$ cat src/pkg/bfcl_pkg.sv
`default_nettype none
package bfcl_pkg;

  // APB register byte offsets
  localparam logic [15:0] OFS_CTRL       = 16'h0000;
  localparam logic [15:0] OFS_STATUS     = 16'h0004;
  localparam logic [15:0] OFS_RESET_STAT = 16'h0008;
  localparam logic [15:0] OFS_IRQ_STAT   = 16'h000C;
  localparam logic [15:0] OFS_IRQ_MASK   = 16'h0010;
  localparam logic [15:0] OFS_SIGN       = 16'h0014;
  localparam logic [15:0] OFS_CP         = 16'h0018;
  localparam logic [15:0] OFS_CFG_BASE   = 16'h0020;
  localparam logic [15:0] OFS_ALT_CFG3   = 16'hFF40;
  localparam logic [15:0] OFS_ALT_CFG2   = 16'hFF44;
  localparam logic [15:0] OFS_ALT_CFG1   = 16'hFF48;
  localparam logic [15:0] OFS_ALT_CFG0   = 16'hFF4C;

  // Flash word index within a panel's configuration space
  localparam logic [3:0] WI_SEQ      = 4'h0;
  localparam logic [3:0] WI_SIGN     = 4'h1;
  localparam logic [3:0] WI_CP       = 4'h2;
  localparam logic [3:0] WI_CFG0     = 4'h3;
  localparam int         NUM_LOAD    = 6;
  localparam logic [3:0] ALT_OFS     = 4'h8;

  // Reset-status bit positions
  localparam int RST_CFG_ERR_BIT  = 27;
  localparam int RST_CFG_FAIL_BIT = 26;

  // Interrupt status layout
  localparam int IRQ_DONE_BIT = 0;
  localparam int IRQ_ERR_BIT  = 1;
  localparam int IRQ_FAIL_BIT = 2;

  // Defaults used when both copies fail
  localparam logic [31:0] DEF_SIGN = 32'h0000_0000;
  localparam logic [31:0] DEF_CP   = 32'hFFFF_FFFF;
  localparam logic [31:0] DEF_CFG  = 32'hFFFF_FFFF;

  // Flash read latency of the panel model
  localparam int FLASH_RD_NS   = 50;
  localparam int CLK_PERIOD_NS = 50;
  localparam int FLASH_RD_CYC  = (FLASH_RD_NS + CLK_PERIOD_NS - 1) / CLK_PERIOD_NS;

  typedef enum logic [6:0] {
    ST_IDLE  = 7'b0000001,
    ST_SEQ1  = 7'b0000010,
    ST_SEQ2  = 7'b0000100,
    ST_PICK  = 7'b0001000,
    ST_LOAD  = 7'b0010000,
    ST_WAIT  = 7'b0100000,
    ST_DONE  = 7'b1000000
  } bfcl_state_t;

  typedef struct packed {
    logic        req;
    logic        panel;
    logic [3:0]  idx;
  } bfcl_frd_t;

  typedef struct packed {
    logic        valid;
    logic        ecc_fail;
    logic [31:0] data;
  } bfcl_frsp_t;

endpackage
`default_nettype wire

$ cat src/verilog/bfcl_loader.sv
// Decided for this implementation: the APB slave port.
`timescale 1ns/1ps
`default_nettype none
module bfcl_loader
  import bfcl_pkg::*;
#(
  parameter int NCFG = 4
) (
  // Clock and reset
  input  wire logic        pclk,
  input  wire logic        presetn,
  // APB
  input  wire logic        psel,
  input  wire logic        penable,
  input  wire logic        pwrite,
  input  wire logic [15:0] paddr,
  input  wire logic [31:0] pwdata,
  output logic [31:0]      prdata,
  output logic             pready,
  output logic             pslverr,
  // Flash preload
  input  wire logic        fl_wr_en,
  input  wire logic [4:0]  fl_wr_addr,
  input  wire logic [31:0] fl_wr_data,
  input  wire logic        fl_wr_bad,
  // System
  output logic             core_release,
  output logic             lower_panel2,
  output logic             irq
);
  typedef struct packed {
    bfcl_state_t  st;
    logic         panel;
    logic         alt;
    logic [2:0]   step;
    logic         t1_ok;
    logic [15:0]  t1;
    logic         t2_ok;
    logic [15:0]  t2;
    logic         low2;
    logic         err;
    logic         fail;
    logic [31:0]  sign;
    logic [31:0]  cp;
    logic [NCFG*32-1:0] cfg;
    logic [2:0]   irq_st;
    logic [2:0]   irq_mask;
    logic         release_o;
    logic         irq_o;
    logic [31:0]  rdata;
    logic         rdy;
    logic         serr;
  } bfcl_regs_t;

  bfcl_regs_t  r_ff;
  bfcl_regs_t  nxt_r;
  bfcl_frd_t   frd;
  bfcl_frsp_t  frsp;
  logic        wr_stb;
  logic        rd_stb;

  bfcl_apb u_apb (
    .pclk    (pclk),
    .presetn (presetn),
    .psel    (psel),
    .penable (penable),
    .pwrite  (pwrite),
    .wr_stb  (wr_stb),
    .rd_stb  (rd_stb)
  );

  bfcl_flash u_flash (
    .pclk    (pclk),
    .presetn (presetn),
    .wr_en   (fl_wr_en),
    .wr_addr (fl_wr_addr),
    .wr_data (fl_wr_data),
    .wr_bad  (fl_wr_bad),
    .rd      (frd),
    .rsp     (frsp)
  );

  function automatic logic seq_ok(input logic [31:0] w);
    seq_ok = (w[31:16] == ~w[15:0]);
  endfunction

  // Alternates sit ALT_OFS words above their primaries
  function automatic logic [3:0] word_idx(input logic [2:0] s, input logic a);
    logic [3:0] b;
    b = (s == 3'd0) ? WI_SEQ : (s == 3'd1) ? WI_SIGN : (s == 3'd2) ? WI_CP
        : 4'(WI_CFG0 + 4'(s) - 4'd3);
    word_idx = a ? 4'(b + ALT_OFS) : b;
  endfunction

  function automatic logic [31:0] cfg_word(input bfcl_regs_t r, input int i);
    cfg_word = r.cfg[i*32 +: 32];
  endfunction

  // Flash request issued combinationally from state; response 1 cycle later
  always_comb begin
    frd.req   = (r_ff.st == ST_SEQ1) || (r_ff.st == ST_SEQ2) || (r_ff.st == ST_LOAD);
    frd.panel = r_ff.panel;
    frd.idx   = word_idx(r_ff.step, r_ff.alt);
  end

  // Reads decode the address seen in the setup cycle
  logic [31:0] rd_mux;
  always_comb begin
    rd_mux = 32'h0000_0000;
    case (paddr)
      OFS_CTRL:       rd_mux = {31'h0, r_ff.release_o};
      OFS_STATUS:     rd_mux = {25'h0, r_ff.st};
      OFS_RESET_STAT: rd_mux = (32'(r_ff.err) << RST_CFG_ERR_BIT)
                             | (32'(r_ff.fail) << RST_CFG_FAIL_BIT)
                             | {31'h0, r_ff.low2};
      OFS_IRQ_STAT:   rd_mux = {29'h0, r_ff.irq_st};
      OFS_IRQ_MASK:   rd_mux = {29'h0, r_ff.irq_mask};
      OFS_SIGN:       rd_mux = r_ff.sign;
      OFS_CP:         rd_mux = r_ff.cp;
      OFS_ALT_CFG3, OFS_ALT_CFG2, OFS_ALT_CFG1, OFS_ALT_CFG0:
                      rd_mux = 32'h0000_0000;
      default: begin
        for (int i = 0; i < NCFG; i++) begin
          if (paddr == 16'(OFS_CFG_BASE + 16'(i * 4))) begin
            rd_mux = cfg_word(r_ff, i);
          end
        end
      end
    endcase
  end

  // Alternate window decodes but reads zero: no copy of it is kept here
  logic addr_ok;
  always_comb begin
    addr_ok = (paddr <= OFS_CP) && (paddr[1:0] == 2'b00);
    addr_ok = addr_ok || (paddr >= OFS_CFG_BASE && paddr < 16'(OFS_CFG_BASE + 16'(NCFG * 4))
              && paddr[1:0] == 2'b00);
    addr_ok = addr_ok || paddr == OFS_ALT_CFG3 || paddr == OFS_ALT_CFG2
              || paddr == OFS_ALT_CFG1 || paddr == OFS_ALT_CFG0;
  end

  always_comb begin
    logic [2:0] ev;
    logic       use_alt;
    nxt_r = r_ff;
    ev    = 3'b000;
    use_alt = 1'b0;
    nxt_r.rdy  = psel & ~penable;
    nxt_r.serr = 1'b0;
    case (r_ff.st)
      ST_IDLE: begin
        // Panel one primary sequence word first
        nxt_r.st    = ST_SEQ1;
        nxt_r.panel = 1'b0;
        nxt_r.alt   = 1'b0;
        nxt_r.step  = 3'd0;
      end
      ST_SEQ1, ST_SEQ2: begin
        nxt_r.st = ST_WAIT;
      end
      ST_LOAD: begin
        nxt_r.st = ST_WAIT;
      end
      ST_WAIT: begin
        if (frsp.valid) begin
          use_alt = frsp.ecc_fail || (r_ff.step == 3'd0 && !seq_ok(frsp.data));
          if (use_alt && !r_ff.alt) begin
            // A bad check field alone reroutes without flagging an ECC fault
            if (frsp.ecc_fail) begin
              nxt_r.err = 1'b1;
            end
            nxt_r.alt = 1'b1;
            nxt_r.st  = (r_ff.step == 3'd0) ? (r_ff.panel ? ST_SEQ2 : ST_SEQ1) : ST_LOAD;
          end else begin
            if (use_alt) begin
              nxt_r.fail = 1'b1;
            end
            nxt_r.alt = 1'b0;
            if (r_ff.step == 3'd0 && !r_ff.panel) begin
              nxt_r.t1    = frsp.data[15:0];
              nxt_r.t1_ok = !use_alt;
              nxt_r.panel = 1'b1;
              nxt_r.st    = ST_SEQ2;
            end else if (r_ff.step == 3'd0) begin
              nxt_r.t2    = frsp.data[15:0];
              nxt_r.t2_ok = !use_alt;
              nxt_r.st    = ST_PICK;
            end else begin
              case (r_ff.step)
                3'd1:    nxt_r.sign = use_alt ? DEF_SIGN : frsp.data;
                3'd2:    nxt_r.cp   = use_alt ? DEF_CP : frsp.data;
                default: nxt_r.cfg[(32'(r_ff.step) - 3) * 32 +: 32] =
                           use_alt ? DEF_CFG : frsp.data;
              endcase
              if (r_ff.step == 3'(NUM_LOAD - 1 + NCFG - 4 + 1) || r_ff.step == 3'd7) begin
                nxt_r.st = ST_DONE;
              end else begin
                nxt_r.step = 3'(r_ff.step + 3'd1);
                nxt_r.st   = ST_LOAD;
              end
            end
          end
        end
      end
      ST_PICK: begin
        // Unsigned compare; a failed tag loses to any good tag
        if (r_ff.t2_ok && (!r_ff.t1_ok || r_ff.t2 > r_ff.t1)) begin
          nxt_r.low2 = 1'b1;
        end else begin
          nxt_r.low2 = 1'b0;
        end
        nxt_r.panel = (r_ff.t2_ok && (!r_ff.t1_ok || r_ff.t2 > r_ff.t1));
        nxt_r.step  = 3'd1;
        nxt_r.alt   = 1'b0;
        nxt_r.st    = ST_LOAD;
      end
      ST_DONE: begin
        nxt_r.release_o = 1'b1;
        if (!r_ff.release_o) begin
          ev[IRQ_DONE_BIT] = 1'b1;
          ev[IRQ_ERR_BIT]  = r_ff.err;
          ev[IRQ_FAIL_BIT] = r_ff.fail;
        end
      end
      default: nxt_r.st = ST_IDLE;
    endcase

    // Captured in setup so the data stand through the access phase
    if (psel & ~penable) begin
      nxt_r.rdata = addr_ok ? rd_mux : 32'h0000_0000;
      nxt_r.serr  = ~addr_ok;
    end
    if (wr_stb) begin
      if (paddr == OFS_IRQ_STAT) begin
        nxt_r.irq_st = r_ff.irq_st & ~pwdata[2:0];
      end
      if (paddr == OFS_IRQ_MASK) begin
        nxt_r.irq_mask = pwdata[2:0];
      end
    end
    // Set beats clear in the same cycle
    nxt_r.irq_st = nxt_r.irq_st | ev;
    nxt_r.irq_o  = |(nxt_r.irq_st & nxt_r.irq_mask);
  end

  always_ff @(posedge pclk or negedge presetn) begin
    if (!presetn) begin
      r_ff    <= '0;
      r_ff.st <= ST_IDLE;
    end else begin
      r_ff <= nxt_r;
    end
  end

  assign prdata       = r_ff.rdata;
  assign pready       = r_ff.rdy;
  assign pslverr      = r_ff.serr;
  assign core_release = r_ff.release_o;
  assign lower_panel2 = r_ff.low2;
  assign irq          = r_ff.irq_o;

  property p_pick(logic exp);
    @(posedge pclk) disable iff (!presetn)
    (r_ff.st == ST_PICK && r_ff.t1_ok && r_ff.t2_ok && (r_ff.t2 > r_ff.t1) == exp)
      |=> lower_panel2 == exp;
  endproperty
  swap_map_a:     assert property (p_pick(1'b1)) else $error("swap missing");
  keep_map_a:     assert property (p_pick(1'b0)) else $error("keep missing");
  load_panel_a:   assert property (@(posedge pclk) disable iff (!presetn)
    (r_ff.st == ST_LOAD) |-> frd.panel == r_ff.low2)
    else $error("wrong panel");
  pick_step_a:    assert property (@(posedge pclk) disable iff (!presetn)
    (r_ff.st == ST_PICK) |=> r_ff.st == ST_LOAD && r_ff.step == 3'd1 && !r_ff.alt)
    else $error("load does not start at sign word");
  step_range_a:   assert property (@(posedge pclk) disable iff (!presetn)
    (r_ff.st == ST_LOAD) |-> r_ff.step >= 3'd1 && r_ff.step <= 3'(NUM_LOAD + NCFG - 4))
    else $error("load step out of range");
  seq_panel_a:    assert property (@(posedge pclk) disable iff (!presetn)
    (r_ff.st == ST_SEQ1 || r_ff.st == ST_SEQ2) |-> frd.panel == (r_ff.st == ST_SEQ2))
    else $error("sequence word from wrong panel");
  err_flag_a:     assert property (@(posedge pclk) disable iff (!presetn)
    (r_ff.st == ST_WAIT && frsp.valid && frsp.ecc_fail && !r_ff.alt)
      |=> r_ff.err && r_ff.alt)
    else $error("err flag");
  check_only_a:   assert property (@(posedge pclk) disable iff (!presetn)
    (r_ff.st == ST_WAIT && frsp.valid && !frsp.ecc_fail && !r_ff.err) |=> !r_ff.err)
    else $error("err flag without ecc fault");
  err_hold_a:     assert property (@(posedge pclk) disable iff (!presetn)
    r_ff.err |=> r_ff.err)
    else $error("err flag dropped");
  fail_flag_a:    assert property (@(posedge pclk) disable iff (!presetn)
    (r_ff.st == ST_WAIT && frsp.valid && frsp.ecc_fail && r_ff.alt) |=> r_ff.fail)
    else $error("fail flag");
  fail_hold_a:    assert property (@(posedge pclk) disable iff (!presetn)
    r_ff.fail |=> r_ff.fail)
    else $error("fail flag dropped");
  fail_sign_a:    assert property (@(posedge pclk) disable iff (!presetn)
    (r_ff.st == ST_WAIT && frsp.valid && frsp.ecc_fail && r_ff.alt && r_ff.step == 3'd1)
      |=> r_ff.sign == DEF_SIGN)
    else $error("default sign not applied");
  fail_cp_a:      assert property (@(posedge pclk) disable iff (!presetn)
    (r_ff.st == ST_WAIT && frsp.valid && frsp.ecc_fail && r_ff.alt && r_ff.step == 3'd2)
      |=> r_ff.cp == DEF_CP)
    else $error("default protect not applied");
  fail_cfg_a:     assert property (@(posedge pclk) disable iff (!presetn)
    (r_ff.st == ST_WAIT && frsp.valid && frsp.ecc_fail && r_ff.alt && r_ff.step == 3'd3)
      |=> r_ff.cfg[31:0] == DEF_CFG)
    else $error("default config not applied");
  seq_check_a:    assert property (@(posedge pclk) disable iff (!presetn)
    (r_ff.st == ST_WAIT && frsp.valid && r_ff.step == 3'd0 && !r_ff.alt
     && frsp.data[31:16] != ~frsp.data[15:0]) |=> r_ff.alt)
    else $error("bad seq");
  alt_index_a:    assert property (@(posedge pclk) disable iff (!presetn)
    frd.req && r_ff.alt |-> frd.idx >= ALT_OFS)
    else $error("alt idx");
  release_hold_a: assert property (@(posedge pclk) disable iff (!presetn)
    core_release |-> r_ff.st == ST_DONE && !frd.req)
    else $error("early release");
  release_keep_a: assert property (@(posedge pclk) disable iff (!presetn)
    core_release |=> core_release)
    else $error("release dropped");
  irq_level_a:    assert property (@(posedge pclk) disable iff (!presetn)
    irq == |(r_ff.irq_st & r_ff.irq_mask))
    else $error("irq level");
  ready_access_a: assert property (@(posedge pclk) disable iff (!presetn)
    (wr_stb || rd_stb) |-> pready)
    else $error("access phase without ready");
  done_c:  cover property (@(posedge pclk) $rose(core_release));
  swap_c:  cover property (@(posedge pclk) $rose(lower_panel2));
  err_c:   cover property (@(posedge pclk) $rose(r_ff.err));
  fail_c:  cover property (@(posedge pclk) $rose(r_ff.fail));
  alt_seq_c: cover property (@(posedge pclk) r_ff.st == ST_SEQ2 && r_ff.alt);
endmodule
`default_nettype wire

$ cat src/verilog/bfcl_flash.sv
`timescale 1ns/1ps
`default_nettype none
// Both boot panels: primary words at idx, alternates at idx+ALT_OFS
module bfcl_flash
  import bfcl_pkg::*;
#(
  parameter int DEPTH = 32
) (
  // Clock and reset
  input  wire logic       pclk,
  input  wire logic       presetn,
  // Preload port
  input  wire logic       wr_en,
  input  wire logic [4:0] wr_addr,
  input  wire logic [31:0] wr_data,
  input  wire logic       wr_bad,
  // Read port
  input  wire bfcl_frd_t  rd,
  output var bfcl_frsp_t  rsp
);
  logic [31:0] mem   [DEPTH];
  logic        bad   [DEPTH];
  bfcl_frsp_t  rsp_ff;

  always_ff @(posedge pclk) begin
    if (wr_en) begin
      mem[wr_addr] <= wr_data;
      bad[wr_addr] <= wr_bad;
    end
  end

  always_ff @(posedge pclk or negedge presetn) begin
    if (!presetn) begin
      rsp_ff <= '0;
    end else begin
      rsp_ff.valid    <= rd.req;
      rsp_ff.ecc_fail <= bad[{rd.panel, rd.idx}];
      rsp_ff.data     <= mem[{rd.panel, rd.idx}];
    end
  end
  assign rsp = rsp_ff;
endmodule
`default_nettype wire

$ cat src/verilog/bfcl_apb.sv
`timescale 1ns/1ps
`default_nettype none
// Zero-wait APB slave front end; register decode lives in the top
module bfcl_apb (
  // Clock and reset
  input  wire logic        pclk,
  input  wire logic        presetn,
  // APB
  input  wire logic        psel,
  input  wire logic        penable,
  input  wire logic        pwrite,
  output logic             wr_stb,
  output logic             rd_stb
);
  assign wr_stb = psel & penable & pwrite;
  assign rd_stb = psel & penable & ~pwrite;
endmodule
`default_nettype wire

$ cat config.mk
export PLATFORM = sky130hd
export DESIGN_NAME = bfcl_loader
export DESIGN_NICKNAME = d
export VERILOG_FILES = /design/src/pkg/bfcl_pkg.sv /design/src/verilog/bfcl_loader.sv /design/src/verilog/bfcl_flash.sv /design/src/verilog/bfcl_apb.sv
export SDC_FILE = /design/constraint.sdc
export NUM_CORES = 2
export LEC_CHECK = 0
export BUFFER_PORTS_ARGS = -buffer_cell sky130_fd_sc_hd__buf_4
export CORE_MARGIN = 2
export CORE_UTILIZATION = 45
export CTS_BUF_LIST = sky130_fd_sc_hd__clkbuf_2 sky130_fd_sc_hd__clkbuf_4 sky130_fd_sc_hd__clkbuf_8
export DETAILED_ROUTE_END_ITERATION = 10
export HOLD_SLACK_MARGIN = 0.06
export PLACE_DENSITY = 0.65
export SETUP_SLACK_MARGIN = 0.2
export SLEW_MARGIN = 20
export SYNTH_ARGS = -nofsm -noshare
export SYNTH_HDL_FRONTEND = slang
export SYNTH_SLANG_ARGS = --single-unit
$ cat constraint.sdc
create_clock -name pclk -period 5.5 [get_ports pclk]
set_clock_uncertainty 0.2 [all_clocks]
set_input_delay 1.65 -clock pclk [delete_from_list [all_inputs] [get_ports pclk]]
set_output_delay 1.65 -clock pclk [all_outputs]
set_load 0.01 [all_outputs]
# Word-level counts from Yosys, hierarchy flattened

Memories as Yosys holds them, arrays and structs flattened. A register that Yosys moved wholly into a read port is not among the register bits.
Cells that the tools add are included.

Output and inout bits: 37
RAM bits: 1,056
Memories: 2
Input port bits: 92
Latch bits: 0
Bits in read-only memories: 0
Bits in registers: 284
Logic and storage cells: 169

Memory list:

| memory      | words | bits a word | read ports | clocked after memory_dff | write ports | line             | source |
|---|---|---|---|---|---|---|---|
| u_flash.mem | 32    | 32          | 1          | 1                        | 1           | bfcl_flash.sv:21 | `logic [31:0] mem [DEPTH];` |
| u_flash.bad | 32    | 1           | 1          | 1                        | 1           | bfcl_flash.sv:22 | `logic bad [DEPTH];` |

Shifts and indexed selects: 2
Reduce and logical (&&, ||, !) cells: 43
Eq/ne operators: 32
Divide/modulo/power cells: 0
Mux-type cells: 41
Add/sub/neg operators: 6
Bitwise logic cells: 17
Multiply operators: 0
$lt $le $gt $ge: 4

Operator list:

| cell                      | number |
|---|---|
| $pmux 32 s8               | 1 |
| $mux 32                   | 7 |
| $bwmux 128                | 1 |
| $shift 32x34->128 const A | 1 |
| $shiftx 32x34->128        | 1 |
| $eq 16x16->1 const B      | 4 |
| $eq 16x6->1 const B       | 4 |
| $mux 17                   | 3 |
| $eq 16x5->1 const B       | 3 |
| $mux 46                   | 1 |
| $mux 37                   | 1 |
| $pmux 7 s5                | 1 |
| $neg 32->34               | 1 |
| $eq 16x4->1 const B       | 2 |
| $mux 7                    | 4 |
| $or 28x1->28              | 1 |
| $or 28x27->28             | 1 |
| $mux 3                    | 8 |
| $reduce_and 6->1          | 4 |
| $eq 16x16->1              | 1 |
| $eq 16x3->1 const B       | 1 |
| $ge 16x6->1 const B       | 1 |
| $gt 16x16->1              | 1 |
| $le 16x5->1 const B       | 1 |
| other kinds (42)          | 91 |

# Depth between registers and ports, before layout

Depth in word-level cells: 11
Mapped depth: 18
Mapped depth without buffers: 13

# By module

A second synthesis with hierarchy kept.

Cells, all modules: 3,739
Area, all modules: 55,698.4 um^2

Modules (own cells, without submodules):

| module      | times used | cells each | area an instance (um^2) | seq. area each (um^2) |
|---|---|---|---|---|
| bfcl_flash  | 1          | 2,333      | 42,004.0                | 32,561.2 |
| bfcl_loader | 1          | 1,404      | 13,678.1                | 7,083.0 |
| bfcl_apb    | 1          | 2          | 16.3                    | 0.0 |

# Worst setup path after synthesis

No wires, ideal clock.

Kind: input to register
Start: in fl_wr_addr[1]
End: mem u_flash.bad[12], enable pin
Setup time: 0.423 ns
Data required time: 4.877 ns
Data arrival time: 3.704 ns
Stages: 3
Path buffers: 1
Path slack: 1.173 ns
Cell sequence: or3b_2 > clkbuf_1 > nor2_1

RTL lines:

| what        | line              | source |
|---|---|---|
| from (decl) | bfcl_loader.sv:23 | `input wire logic [4:0] fl_wr_addr,` |
| to (decl)   | bfcl_flash.sv:22  |  |

No word-level cell before the write port.

# Final worst setup path

Start: reg r_ff[272] (netlist name)
End: reg u_flash.rsp[28] (netlist name)

Cells in the longest elaborated chain, start to end: 7

Ends and longest elaborated chain:

| what                   | line               | source |
|---|---|---|
| from (decl)            | bfcl_loader.sv:55  | `bfcl_regs_t r_ff;` |
| from (signal assigned) | bfcl_loader.sv:251 | `r_ff <= nxt_r;` |
| $add 2x3->4            | bfcl_loader.sv:91  | `: 4'(WI_CFG0 + 4'(s) - 4'd3);` |
| $sub 4x2->4            | bfcl_loader.sv:91  |  |
| $mux 4 (2 in a row)    | bfcl_loader.sv:90  | `b = (s == 3'd0) ? WI_SEQ : (s == 3'd1) ? WI_SIGN : (s == 3'd2) ? WI_CP` |
| $mux 4 *               | bfcl_loader.sv:90  |  |
| $add 4x4->4            | bfcl_loader.sv:92  | `word_idx = a ? 4'(b + ALT_OFS) : b;` |
| $mux 4 *               | bfcl_loader.sv:92  |  |

Every way passes the cells marked *; elsewhere a longest branch is shown, timed or not.
A chain may end at the register's enable or synchronous reset.

==> flow_metrics.env <==
export IMPL_outcome="finished, final reports clean"
export IMPL_fin_total_pwr_mw=20.9
export IMPL_hold_buffers=0
export IMPL_cp_startpoint="r_ff[272]"
export IMPL_grt_pass1_wl_mm=209
export IMPL_syn_inst=3545
export IMPL_dpl_worst_slack_ns=1.15
export IMPL_end_kind="register"
export IMPL_grt_max_degree=117
export IMPL_area_delta_synth_final_pct=13.0
export IMPL_rrSetupSlack_ns=1.09
export IMPL_synth_nets=3663
export IMPL_yosys_area_top_type_share=0.580
export IMPL_rows=127
export IMPL_placed_cell_area_sq_um=57500
export IMPL_irDropWorstVdd_mv=0.248
export IMPL_final_cell_area_sq_um=61700
export IMPL_fin_crit_sh=0.802
export IMPL_yosysSeqAreaShare=0.726
export IMPL_post_cts_buffers=0
export IMPL_io_pins=129
export IMPL_routed_wl_mm=140
export IMPL_die_h_um=352
export IMPL_coreArea_sq_um=120000
export IMPL_drcViolationCount=0
export IMPL_clock_latency_ns=0.89
export IMPL_layout_nets=3830
export IMPL_cp_slowest_stage_delay_ns=0.70
export IMPL_synth_fa_ha_area_frac=0.00595
export IMPL_grt_pass1_vias=32500
export IMPL_crit_arrival_ns=5.00
export IMPL_powerDensity_nw_per_um2=338
export IMPL_io_buffers=99
export IMPL_final_hold_violation_count=0
export IMPL_yosys_warnings=0
export IMPL_worst_hold_path_num_cells=2
export IMPL_cp_start_kind="register"
export IMPL_hp_class="register to register"
export IMPL_wl_per_cell_um=25.5
export IMPL_synthTopCellsByArea="edfxtp_1 58%, dfrtp_1 14%, mux4_2 4.3%"
export IMPL_min_delay_worst_endpoint="r_ff[168]"
export IMPL_gp_congestion=0.789
export IMPL_cts_buffer_depth=3
export IMPL_hold_ws_ns=0.279
export IMPL_cpMostUsedCell="buf_4"
export IMPL_ys_ff_latch=1373
export IMPL_synth_compound_area_frac=0.102
export IMPL_rr_worst_depth=12
export IMPL_slew_violations=0
export IMPL_track_usage=0.223
export IMPL_hold_start="r_ff[168]"
export IMPL_drtIter0Drc=3441
export IMPL_synth_xor_area_frac=0.00289
export IMPL_cts_tree="yes"
export IMPL_cap_violations=0
export IMPL_cts_made_buffers=216
export IMPL_die_w_um=352
export IMPL_slew_headroom=0.264
export IMPL_worst_pin_slew_ns=1.10
export IMPL_vias=32500
export IMPL_crit_chain="inv_1 -> ha_1 -> o21bai_2 -> buf_4 -> a21boi_4 -> buf_12 -> buf_4 -> o22ai_1 -> o211ai_1 -> o211ai_1 -> a2111oi_1 -> buf_4"
export IMPL_tns_ns=0
export IMPL_antenna_found_initial=4
export IMPL_initial_core_util=0.455
export IMPL_yosys_area_share_simple=0.0641
export IMPL_rsz0062_at_grt="no"
export IMPL_reg2reg_from="r_ff[272]"
export IMPL_synthDistinctLibCells=83
export IMPL_dp_cells=5106
export IMPL_crit_fanout=60
export IMPL_worstReg2RegEnd="u_flash.rsp[28]"
export IMPL_syn_avg_cell_area_sq_um=15.4
export IMPL_critical_path_class="register to register"
export IMPL_cts_resized=0
export IMPL_via_per_inst=5.91
export IMPL_worst_slack_ns=1.09
export IMPL_synth_top_family_by_area="compound AO/OA/AOI/OAI gates"
export IMPL_fmax_ghz=0.227
export IMPL_htree_levels=4
export IMPL_synth_area_sq_um=54600
export IMPL_num_fill_cells=9952
export IMPL_overflow=0
export IMPL_period_needed_ns=4.41
export IMPL_synth_edff_count=1056
export IMPL_die_area_sq_um=124000
export IMPL_firstDrtPassIters=5
export IMPL_setup_viol=0
export IMPL_dp_hpwl_mm=80.9
export IMPL_synth_top_cell_by_area="edfxtp_1"
export IMPL_slowest_stage="dfrtp_4"
export IMPL_layout_drive_gt1_share=0.210
export IMPL_synthMuxAreaShare=0.0749
export IMPL_cp_required_ns=6.09
export IMPL_ant_nets=0
export IMPL_final_cell_count_no_fill=5494
export IMPL_cts_sinks=1373
export IMPL_p_leak_nw=21.4
export IMPL_cts_root_buffer="clkbuf_8"
export IMPL_ys_flop_type="edfxtp_1"
export IMPL_postLayoutCoreUtil=0.514
export IMPL_clkTransAtPathRegs_ns=0.07
export IMPL_ys_async_sr_fraction=0.231
## layout by cell type (no fill, tap or decap), types with 26 or more instances in the layout
cell | netlist | final
buf_4 | 56 | 187
o22ai_1 | 81 | 81
a21oi_1 | 44 | 44
ha_1 | 26 | 26
a22o_1 | 37 | 36
clkbuf_4 | 0 | 87
a211oi_1 | 27 | 27
dfrtp_1 | 316 | 312
o211ai_1 | 48 | 48
a22oi_1 | 89 | 89
nor2_4 | 1 | 34
edfxtp_1 | 1056 | 1056
nand2_1 | 371 | 369
clkinv_1 | 0 | 33
mux2_2 | 65 | 65
and3_1 | 31 | 30
mux2i_1 | 87 | 87
clkbuf_8 | 0 | 235
nand3_1 | 91 | 91
inv_1 | 28 | 28
o21ai_0 | 266 | 264
o221ai_1 | 78 | 78
mux4_2 | 104 | 104
nor2_1 | 114 | 78
## layer usage
| layer | wire length, um | global-route usage | share of wire | vias to the layer above |
|---|---|---|---|---|
| met5 | 12 | 0 | 0.000086 | - |
| li1 | - | - | - | 14300 |
| met4 | 3220 | 0.0690 | 0.023 | 2 |
| met2 | 66900 | 0.360 | 0.48 | 1353 |
| met1 | 58600 | 0.303 | 0.42 | 16600 |
| met3 | 11300 | 0.0499 | 0.080 | 235 |
## state kept, by name, indices dropped and copies added, names as in the netlist
signal        cells
u_flash.mem    1024
r_ff            245
u_flash.rsp      34
prdata           32
u_flash.bad      32
core_release      1
frd               1
irq               1
lower_panel2      1
pready            1
pslverr           1
## logic make-up (layout without fill, tap and decap cells)
| logic type | count (synthesis) | count (layout) |
|---|---|---|
| other | 0 | 3 |
| AND/OR/NAND/NOR | 758 | 758 |
| AO/OA/AOI/OAI | 820 | 820 |
| multiplexers | 266 | 266 |
| flip-flops | 1373 | 1373 |
| XOR/XNOR | 18 | 18 |
| buffers and inverters | 284 | 618 |
| adder cells (fa/ha/maj) | 26 | 26 |
## worst max-delay path, delay by kind of cell (launching register included)
family                     cells  cell delay (ns)
DFF                            1             0.70
adders and majority gates      1             0.39
buffers and inverters          5             1.61
AOI/OAI and AO/OA              6             1.37
## power breakdown
group	internal [mW]	switching, mW	leakage [nW]
Sequential	11.4	0.194	13.7
Clock	4.57	3.95	2.29
Combinational	0.248	0.540	5.33
## final cells by class
type                    count  area, sq um  share of cell area
clock inverters            63          395             0.00640
diodes                      3         7.51            0.000122
multi-input cells        1888        13900               0.226
repair buffers            204         1740              0.0282
well taps                1612         2020              0.0327
clock buffers             322         3890              0.0630
flip-flops and latches   1373        39700               0.642
inverters                  29          109             0.00176
## how the worst max path moves through the flow
stage	endpoint	cells after the start	slack [ns]
finish	u_flash.rsp[28]	12	1.09
CTS	u_flash.rsp[28]	12	1.09
floorplan	u_flash.bad[12]	3	1.17
global route	u_flash.rsp[28]	12	0.79
detailed placement	u_flash.rsp[28]	12	1.15
global placement	u_flash.mem[6][31]	4	1.17
## Yosys cell counts (21+ instances only)
master	instances
inv_1	28
o221ai_1	78
buf_4	56
buf_2	53
a221oi_1	22
dfrtp_1	316
nand3_1	91
nor2b_1	21
mux2i_1	87
ha_1	26
edfxtp_1	1056
and3_1	31
mux2_2	65
mux4_2	104
nor3_1	23
nand2_1	371
a22oi_1	89
a21oi_1	44
a211oi_1	27
o211ai_1	48
nor2_1	114
a22o_1	37
o21ai_0	266
o22ai_1	81
clkbuf_1	127
(Power assumes the default switching activity.)
